### src/rtl/ppab_regs.vh
`ifndef PPAB_REGS_VH
`define PPAB_REGS_VH
// register indices as printed; byte address is four times the index
`define PPAB_IDX_A_DATA 8'h00
`define PPAB_IDX_A_DIR 8'h01
`define PPAB_IDX_B_DIR 8'h02
`define PPAB_IDX_B_DATA 8'h04
`define PPAB_IDX_B_ALT 8'h10
`define PPAB_IDX_STATUS 8'h11
// second port alternate control fields
`define PPAB_ALT_PULLUP_POS 0
`define PPAB_ALT_SEG_POS 1
// status fields
`define PPAB_STAT_EXP_POS 0
`define PPAB_STAT_SEG_POS 1
// reset values
`define PPAB_DIR_RST 8'h00
`define PPAB_ALT_RST 8'h00
`define PPAB_DATA_PWRUP 8'h00
`endif

### src/rtl/ppab_ports.v
`include "ppab_regs.vh"
`default_nettype none

module ppab_ports (
    input wire clock,
    input wire rstn,
    input wire psel,
    input wire penable,
    input wire pwrite,
    input wire [11:0] paddr,
    input wire [31:0] pwdata,
    output wire [31:0] prdata,
    output wire pready,
    output wire pslverr,
    input wire expanded_mode,
    input wire [7:0] first_port_pin_in,
    output wire [7:0] first_port_pin_out,
    output wire [7:0] first_port_pin_oe,
    input wire [7:0] timer_own,
    input wire [7:0] timer_out,
    input wire [7:0] timer_drive,
    output wire [7:0] timer_in,
    input wire [7:0] upper_address,
    input wire [3:0] segment_data,
    input wire [7:0] second_port_pin_in,
    output wire [7:0] second_port_pin_out,
    output wire [7:0] second_port_pin_oe,
    output wire [7:0] second_port_pullup_en
);

////////////////////////////////////////////////////////////////////////////////
// bus phase tracking

localparam ST_IDLE = 1'b0;
localparam ST_ACCESS = 1'b1;

reg state_q;
reg state_d;
wire setup;
wire access;

assign setup = psel & ~penable;
assign access = psel & penable;

// every setup is answered in the very next cycle, no wait states
always @* begin
    state_d = ST_IDLE;
    case (state_q)
        ST_IDLE: begin
            if (setup) begin
                state_d = ST_ACCESS;
            end
        end
        ST_ACCESS: begin
            if (setup) begin
                state_d = ST_ACCESS;
            end
        end
        default: begin
            state_d = ST_IDLE;
        end
    endcase
end

always @(posedge clock or negedge rstn) begin
    if (!rstn) begin
        state_q <= ST_IDLE;
    end else begin
        state_q <= state_d;
    end
end

assign pready = (state_q == ST_ACCESS);

////////////////////////////////////////////////////////////////////////////////
// address decode

wire [9:0] idx;
wire aligned;
wire b_mapped;
wire idx_ok;
reg hit_a_data;
reg hit_a_dir;
reg hit_b_data;
reg hit_b_dir;
reg hit_b_alt;
reg hit_status;

assign idx = paddr[11:2];
assign aligned = (paddr[1:0] == 2'h0);
// second port data and direction registers vanish from the map in expanded/test mode; alternate control stays
assign b_mapped = ~expanded_mode;

always @* begin
    hit_a_data = 1'b0;
    hit_a_dir = 1'b0;
    hit_b_data = 1'b0;
    hit_b_dir = 1'b0;
    hit_b_alt = 1'b0;
    hit_status = 1'b0;
    if (aligned) begin
        case (idx)
            {2'h0, `PPAB_IDX_A_DATA}: begin
                hit_a_data = 1'b1;
            end
            {2'h0, `PPAB_IDX_A_DIR}: begin
                hit_a_dir = 1'b1;
            end
            {2'h0, `PPAB_IDX_B_DATA}: begin
                hit_b_data = b_mapped;
            end
            {2'h0, `PPAB_IDX_B_DIR}: begin
                hit_b_dir = b_mapped;
            end
            {2'h0, `PPAB_IDX_B_ALT}: begin
                hit_b_alt = 1'b1;
            end
            {2'h0, `PPAB_IDX_STATUS}: begin
                hit_status = 1'b1;
            end
            default: begin
                hit_status = 1'b0;
            end
        endcase
    end
end

assign idx_ok = hit_a_data | hit_a_dir | hit_b_data | hit_b_dir | hit_b_alt | hit_status;

////////////////////////////////////////////////////////////////////////////////
// registers

reg [7:0] a_data_q;
reg [7:0] a_dir_q;
reg [7:0] b_data_q;
reg [7:0] b_dir_q;
reg [7:0] b_alt_q;
reg wr_a_data;
reg wr_a_dir;
reg wr_b_data;
reg wr_b_dir;
reg wr_b_alt;
wire wr_en;
wire seg_on;
wire pullup_sel;

// only the low byte is carried; upper write bits are ignored
function [7:0] low_byte;
    input [31:0] word;
    begin
        low_byte = word[7:0];
    end
endfunction

assign wr_en = access & pwrite & pready;
assign seg_on = b_alt_q[`PPAB_ALT_SEG_POS];
assign pullup_sel = b_alt_q[`PPAB_ALT_PULLUP_POS];

always @* begin
    wr_a_data = 1'b0;
    wr_a_dir = 1'b0;
    wr_b_data = 1'b0;
    wr_b_dir = 1'b0;
    wr_b_alt = 1'b0;
    if (wr_en) begin
        wr_a_data = hit_a_data;
        wr_a_dir = hit_a_dir;
        wr_b_data = hit_b_data;
        wr_b_dir = hit_b_dir;
        wr_b_alt = hit_b_alt;
    end
end

// data latches have no reset: contents kept across reset
always @(posedge clock) begin
    if (wr_a_data) begin
        a_data_q <= low_byte(pwdata);
    end
    if (wr_b_data) begin
        b_data_q <= low_byte(pwdata);
    end
end

always @(posedge clock or negedge rstn) begin
    if (!rstn) begin
        a_dir_q <= `PPAB_DIR_RST;
        b_dir_q <= `PPAB_DIR_RST;
        b_alt_q <= `PPAB_ALT_RST;
    end else begin
        if (wr_a_dir) begin
            a_dir_q <= low_byte(pwdata);
        end
        if (wr_b_dir) begin
            b_dir_q <= low_byte(pwdata);
        end
        if (wr_b_alt) begin
            b_alt_q <= {6'h00, pwdata[1:0]};
        end
    end
end

////////////////////////////////////////////////////////////////////////////////
// read path

reg [7:0] rd_byte;
reg [31:0] rdata_q;
reg err_q;

// read value mixes pin level and latch per direction bit
function [7:0] port_view;
    input [7:0] dir;
    input [7:0] latch;
    input [7:0] pins;
    begin
        port_view = (dir & latch) | (~dir & pins);
    end
endfunction

function [7:0] status_word;
    input exp;
    input seg;
    begin
        status_word = {6'h00, seg, exp};
    end
endfunction

always @* begin
    rd_byte = 8'h00;
    if (hit_a_data) begin
        rd_byte = port_view(a_dir_q, a_data_q, first_port_pin_in);
    end else if (hit_a_dir) begin
        rd_byte = a_dir_q;
    end else if (hit_b_data) begin
        rd_byte = port_view(b_dir_q, b_data_q, second_port_pin_in);
    end else if (hit_b_dir) begin
        rd_byte = b_dir_q;
    end else if (hit_b_alt) begin
        rd_byte = b_alt_q;
    end else if (hit_status) begin
        rd_byte = status_word(expanded_mode, seg_on);
    end
end

// read data registered at setup; refused requests answer zero
always @(posedge clock or negedge rstn) begin
    if (!rstn) begin
        rdata_q <= 32'h0000_0000;
        err_q <= 1'b0;
    end else if (setup) begin
        err_q <= ~idx_ok;
        if (!pwrite && idx_ok) begin
            rdata_q <= {24'h00_0000, rd_byte};
        end else begin
            rdata_q <= 32'h0000_0000;
        end
    end
end

assign prdata = rdata_q;
assign pslverr = access & pready & err_q;

////////////////////////////////////////////////////////////////////////////////
// first port pins

reg [7:0] a_out_c;
reg [7:0] a_oe_c;
integer ai;

// one pin: the alternate function wins over the port latch when it owns the pin
function [1:0] pin_pick;
    input own;
    input alt_val;
    input alt_oe;
    input latch;
    input dir;
    begin
        if (own) begin
            pin_pick = {alt_oe, alt_val};
        end else begin
            pin_pick = {dir, latch};
        end
    end
endfunction

// timer-owned bits take timer drive; latch kept but ignored
always @* begin
    a_out_c = 8'h00;
    a_oe_c = 8'h00;
    for (ai = 0; ai < 8; ai = ai + 1) begin
        {a_oe_c[ai], a_out_c[ai]} = pin_pick(timer_own[ai], timer_out[ai],
            timer_drive[ai], a_data_q[ai], a_dir_q[ai]);
    end
end

assign first_port_pin_out = a_out_c;
assign first_port_pin_oe = a_oe_c;
assign timer_in = first_port_pin_in;

////////////////////////////////////////////////////////////////////////////////
// second port pins

reg [7:0] b_out_c;
reg [7:0] b_oe_c;
reg [7:0] b_pu_c;
integer bi;
integer pi;

// segment drivers win in every mode, then address, then plain port
always @* begin
    b_out_c = 8'h00;
    b_oe_c = 8'h00;
    for (bi = 0; bi < 8; bi = bi + 1) begin
        {b_oe_c[bi], b_out_c[bi]} = pin_pick(expanded_mode, upper_address[bi],
            1'b1, b_data_q[bi], b_dir_q[bi]);
        if (seg_on && (bi >= 4)) begin
            {b_oe_c[bi], b_out_c[bi]} = {1'b1, segment_data[bi[1:0]]};
        end
    end
end

// pull-ups only on undriven pins outside expanded mode
always @* begin
    b_pu_c = 8'h00;
    for (pi = 0; pi < 8; pi = pi + 1) begin
        if (pullup_sel && !expanded_mode && !b_oe_c[pi]) begin
            b_pu_c[pi] = 1'b1;
        end
    end
end

assign second_port_pin_out = b_out_c;
assign second_port_pin_oe = b_oe_c;
assign second_port_pullup_en = b_pu_c;

endmodule // ppab_ports
`default_nettype wire

### config.mk
export PLATFORM = sky130hd
export DESIGN_NAME = ppab_ports
export DESIGN_NICKNAME = d
export VERILOG_FILES = /design/src/rtl/ppab_ports.v
export VERILOG_INCLUDE_DIRS = /design/src /design/src/rtl
export SDC_FILE = /design/constraint.sdc
export NUM_CORES = 1
export LEC_CHECK = 0
export BUFFER_PORTS_ARGS = -buffer_cell sky130_fd_sc_hd__buf_4
export CAP_MARGIN = 20
export CORE_MARGIN = 2
export CORE_UTILIZATION = 36
export CTS_BUF_LIST = sky130_fd_sc_hd__clkbuf_16
export DETAILED_ROUTE_END_ITERATION = 10
export GPL_ROUTABILITY_DRIVEN = 1
export MAX_ROUTING_LAYER = met4
export PLACE_DENSITY = 0.71
export SLEW_MARGIN = 20
export SYNTH_ARGS = -nofsm -noshare
export SYNTH_HDL_FRONTEND = slang
export SYNTH_SLANG_ARGS = --single-unit
### constraint.sdc
create_clock -name clock -period 2.85 [get_ports clock]
set_clock_uncertainty 0.05 [all_clocks]
set_input_delay 0.855 -clock clock [delete_from_list [all_inputs] [get_ports clock]]
set_output_delay 0.855 -clock clock [all_outputs]
set_load 0.005 [all_outputs]
==> results.toml <==
[sta]
tightest_slew_ns = 0.500
hold_slack_ns = 0.431
fmax_mhz = 364
rsz0062_at_grt = "no"
finalMaxSlewViolations = 0
slew_headroom_pct = 65.8
hold_viol = 0
period_share_pct = 96.4
fin_crit_ns = 2.75
final-setup-viol-count = 0
setup_tns_ns = 0

[clock_network]
numCtsBuffers = 5
insertion_delay_ns = 0.29
post_cts_buffers = 0
clock_sinks = 44
cts.root.buffer_cell = "clkbuf_16"
path_clk_slew_ns = 0.06
post_cts_resized = 0
hold_buffers = 0
cts_tree = "done"
clockBufferDepth = 2
htreeDepth = 2

[logic_synthesis]
ys_async_sr_fraction_pct = 63.6
synth_cells = 264
syn_avg_cell_area_sq_um = 11.0
ys_seq_area_share_pct = 40.5
synth_edf_count = 16
synthDistinctLibCells = 43
ys_seq_elements = 44
yosys_warnings = 0
ys.flop_type = "dfrtp_1"
synth_area_sq_um = 2920

[placement]
dpl.hpwl_um = 6450
numPortBuffers = 135
gp_congestion = 0.896

[critical_path]
cp.arrival_ns = 1.84
cp-end-kind = "output port"
worstReg2RegStart = "pready"
timing.rr.end = "a_dir_q[1]"
critPathLaunchType = "primary input"
worstPathRequired_ns = 1.95
rrSetupSlack_ns = 0.96
worstSetupPathType = "in -> out"
critPathMaxFanout = 26
rr_worst_depth = 3

[drt]
vias_per_cell = 5.08
drc = 0
dr.pass1.iters = 4
routed_wl_um = 8360
drtAntennaViolNets = 0
via_count = 2549
wl_per_cell_um = 16.6
drtIter0Drc = 91

[die]
die_x_um = 94.0
die_h_um = 94.0
start_util_pct = 37.4
die-area_sq_um = 8840
boundaryPins = 184
core_region_area_sq_um = 7810
rows = 32

[hold_path]
holdCritStartpoint = "prdata[7]"
whs_endpoint = "prdata[7]"
holdPathStages = 2
hp-class = "reg -> reg"

[power]
power_mw = 1.48
power_density_nw_per_um2 = 361
ir_drop_uv = 264
p_leak_nw = 1.92

[global_route]
grt-ovfl-total = 0
gr-usage-met1_pct = 24.3
use_met2_pct = 32.3
antenna_found_initial = 0
top_usage_layer = "met2"
first_global_vias = 2381
grt_max_degree = 29
grt_pass1_wl_um = 12500
grtUsageTotal_pct = 19.2
grt_use_met3_pct = 3.61

[layout]
diodes = 0
drive_above_1_share_pct = 52.8
fin_util_pct = 52.4
final_nets = 501
synthToLayoutAreaGrowth_pct = 40.2

[flow_run]
max_cap_violations = 0

[status]
status = "completed"
[cells in the mapped netlist (7+ instances only)]
master | n | area, sq um
dfrtp_1 | 28 | 701
mux2_2 | 38 | 428
nor3_1 | 7 | 35.0
mux2_4 | 8 | 120
nor2_1 | 13 | 48.8
o22ai_1 | 7 | 43.8
mux2i_1 | 7 | 70.1
edfxtp_1 | 16 | 480
nand2_1 | 15 | 56.3
buf_4 | 32 | 240
[registers in the layout, summed over array words and instances (netlist names)]
name,cells
pready,1
b_data_q,8
prdata,8
b_dir_q,8
a_data_q,8
b_alt_q,2
err_q,1
a_dir_q,8
[per-layer routing]
metal / vias up / routed length (um)
met5: - / 0
met4: 0 / 55
met3: 4 / 678
met2: 124 / 4220
met1: 1222 / 3400
li1: 1199 / -
[worst max-delay path by stage]
stage | cells after the start | startpoint | slack (ns) | endpoint
6_report | 4 | expanded_mode | 0.10 | second_port_pullup_en[5]
5_1_grt | 4 | expanded_mode | 0.05 | second_port_pullup_en[5]
4_1_cts | 4 | expanded_mode | 0.11 | second_port_pullup_en[5]
3_5_place_dp | 4 | expanded_mode | 0.12 | second_port_pullup_en[5]
3_3_place_gp | 4 | expanded_mode | 0.17 | second_port_pullup_en[7]
2_1_floorplan | 4 | expanded_mode | 0.02 | second_port_pin_out[2]
[stage by stage]
stage	instances	setup slack (ns)	cell area, sq um
after global placement	494	0.172	3950
after CTS	502	0.114	4090
final	502	0.101	4090
after floorplan	287	0.0191	3000
after global routing	502	0.0501	4090
after detailed placement	494	0.122	3950
[layout by cell type (no fill, tap or decap), types with 4 or more instances in the layout]
master	netlist	layout
mux2_2	38	38
clkbuf_16	0	5
nand2b_1	5	5
or2_2	4	4
inv_1	5	5
buf_4	32	145
o2111ai_1	4	4
conb_1	1	24
or3_1	6	6
nor2_1	13	13
a2bb2oi_1	6	6
nor3b_1	5	5
edfxtp_1	16	16
a2111oi_0	5	5
nor3_4	4	4
nor2b_1	6	6
nor3_1	7	6
o22ai_1	7	7
nand2_1	15	15
dfrtp_1	28	28
o21ai_0	4	4
o31ai_1	6	6
mux2i_1	7	7
mux2_4	8	8
[worst max-delay path, cell delays in order]
cell,delay (ns)
buf_4,0.21
nand2b_1,0.35
nor3_1,0.26
buf_4,0.15
[cells by family (layout without fill, tap and decap cells)]
kind of cell / Yosys count / in the layout / share of synthesized area (%)
compound gates: 41 / 41 / 10.5
fa+ha+maj: 1 / 1 / 0.343
buf+inv: 46 / 159 / 10.3
flops: 44 / 44 / 40.5
mux: 53 / 53 / 21.2
other cells: 1 / 24 / 0.129
simple gates: 78 / 78 / 17.0
[final cells by class]
type	count	area (sq um)
clock inverter	3	17.5
fill	724	3720
clock buffer	5	125
tap	102	128
timing repair buffer	145	1090
sequential	44	1180
multi-input combinational	197	1530
inverter	6	22.5
[power by group]
part | switching [mW] | leakage [nW] | internal (mW) | total [mW]
clock network | 0.242 | 0.0716 | 0.323 | 0.565
registers | 0.000624 | 0.529 | 0.657 | 0.658
logic | 0.107 | 1.32 | 0.147 | 0.253
total | 0.349 | 1.92 | 1.13 | 1.48
Note: power is estimated with default switching activity, not from simulation.
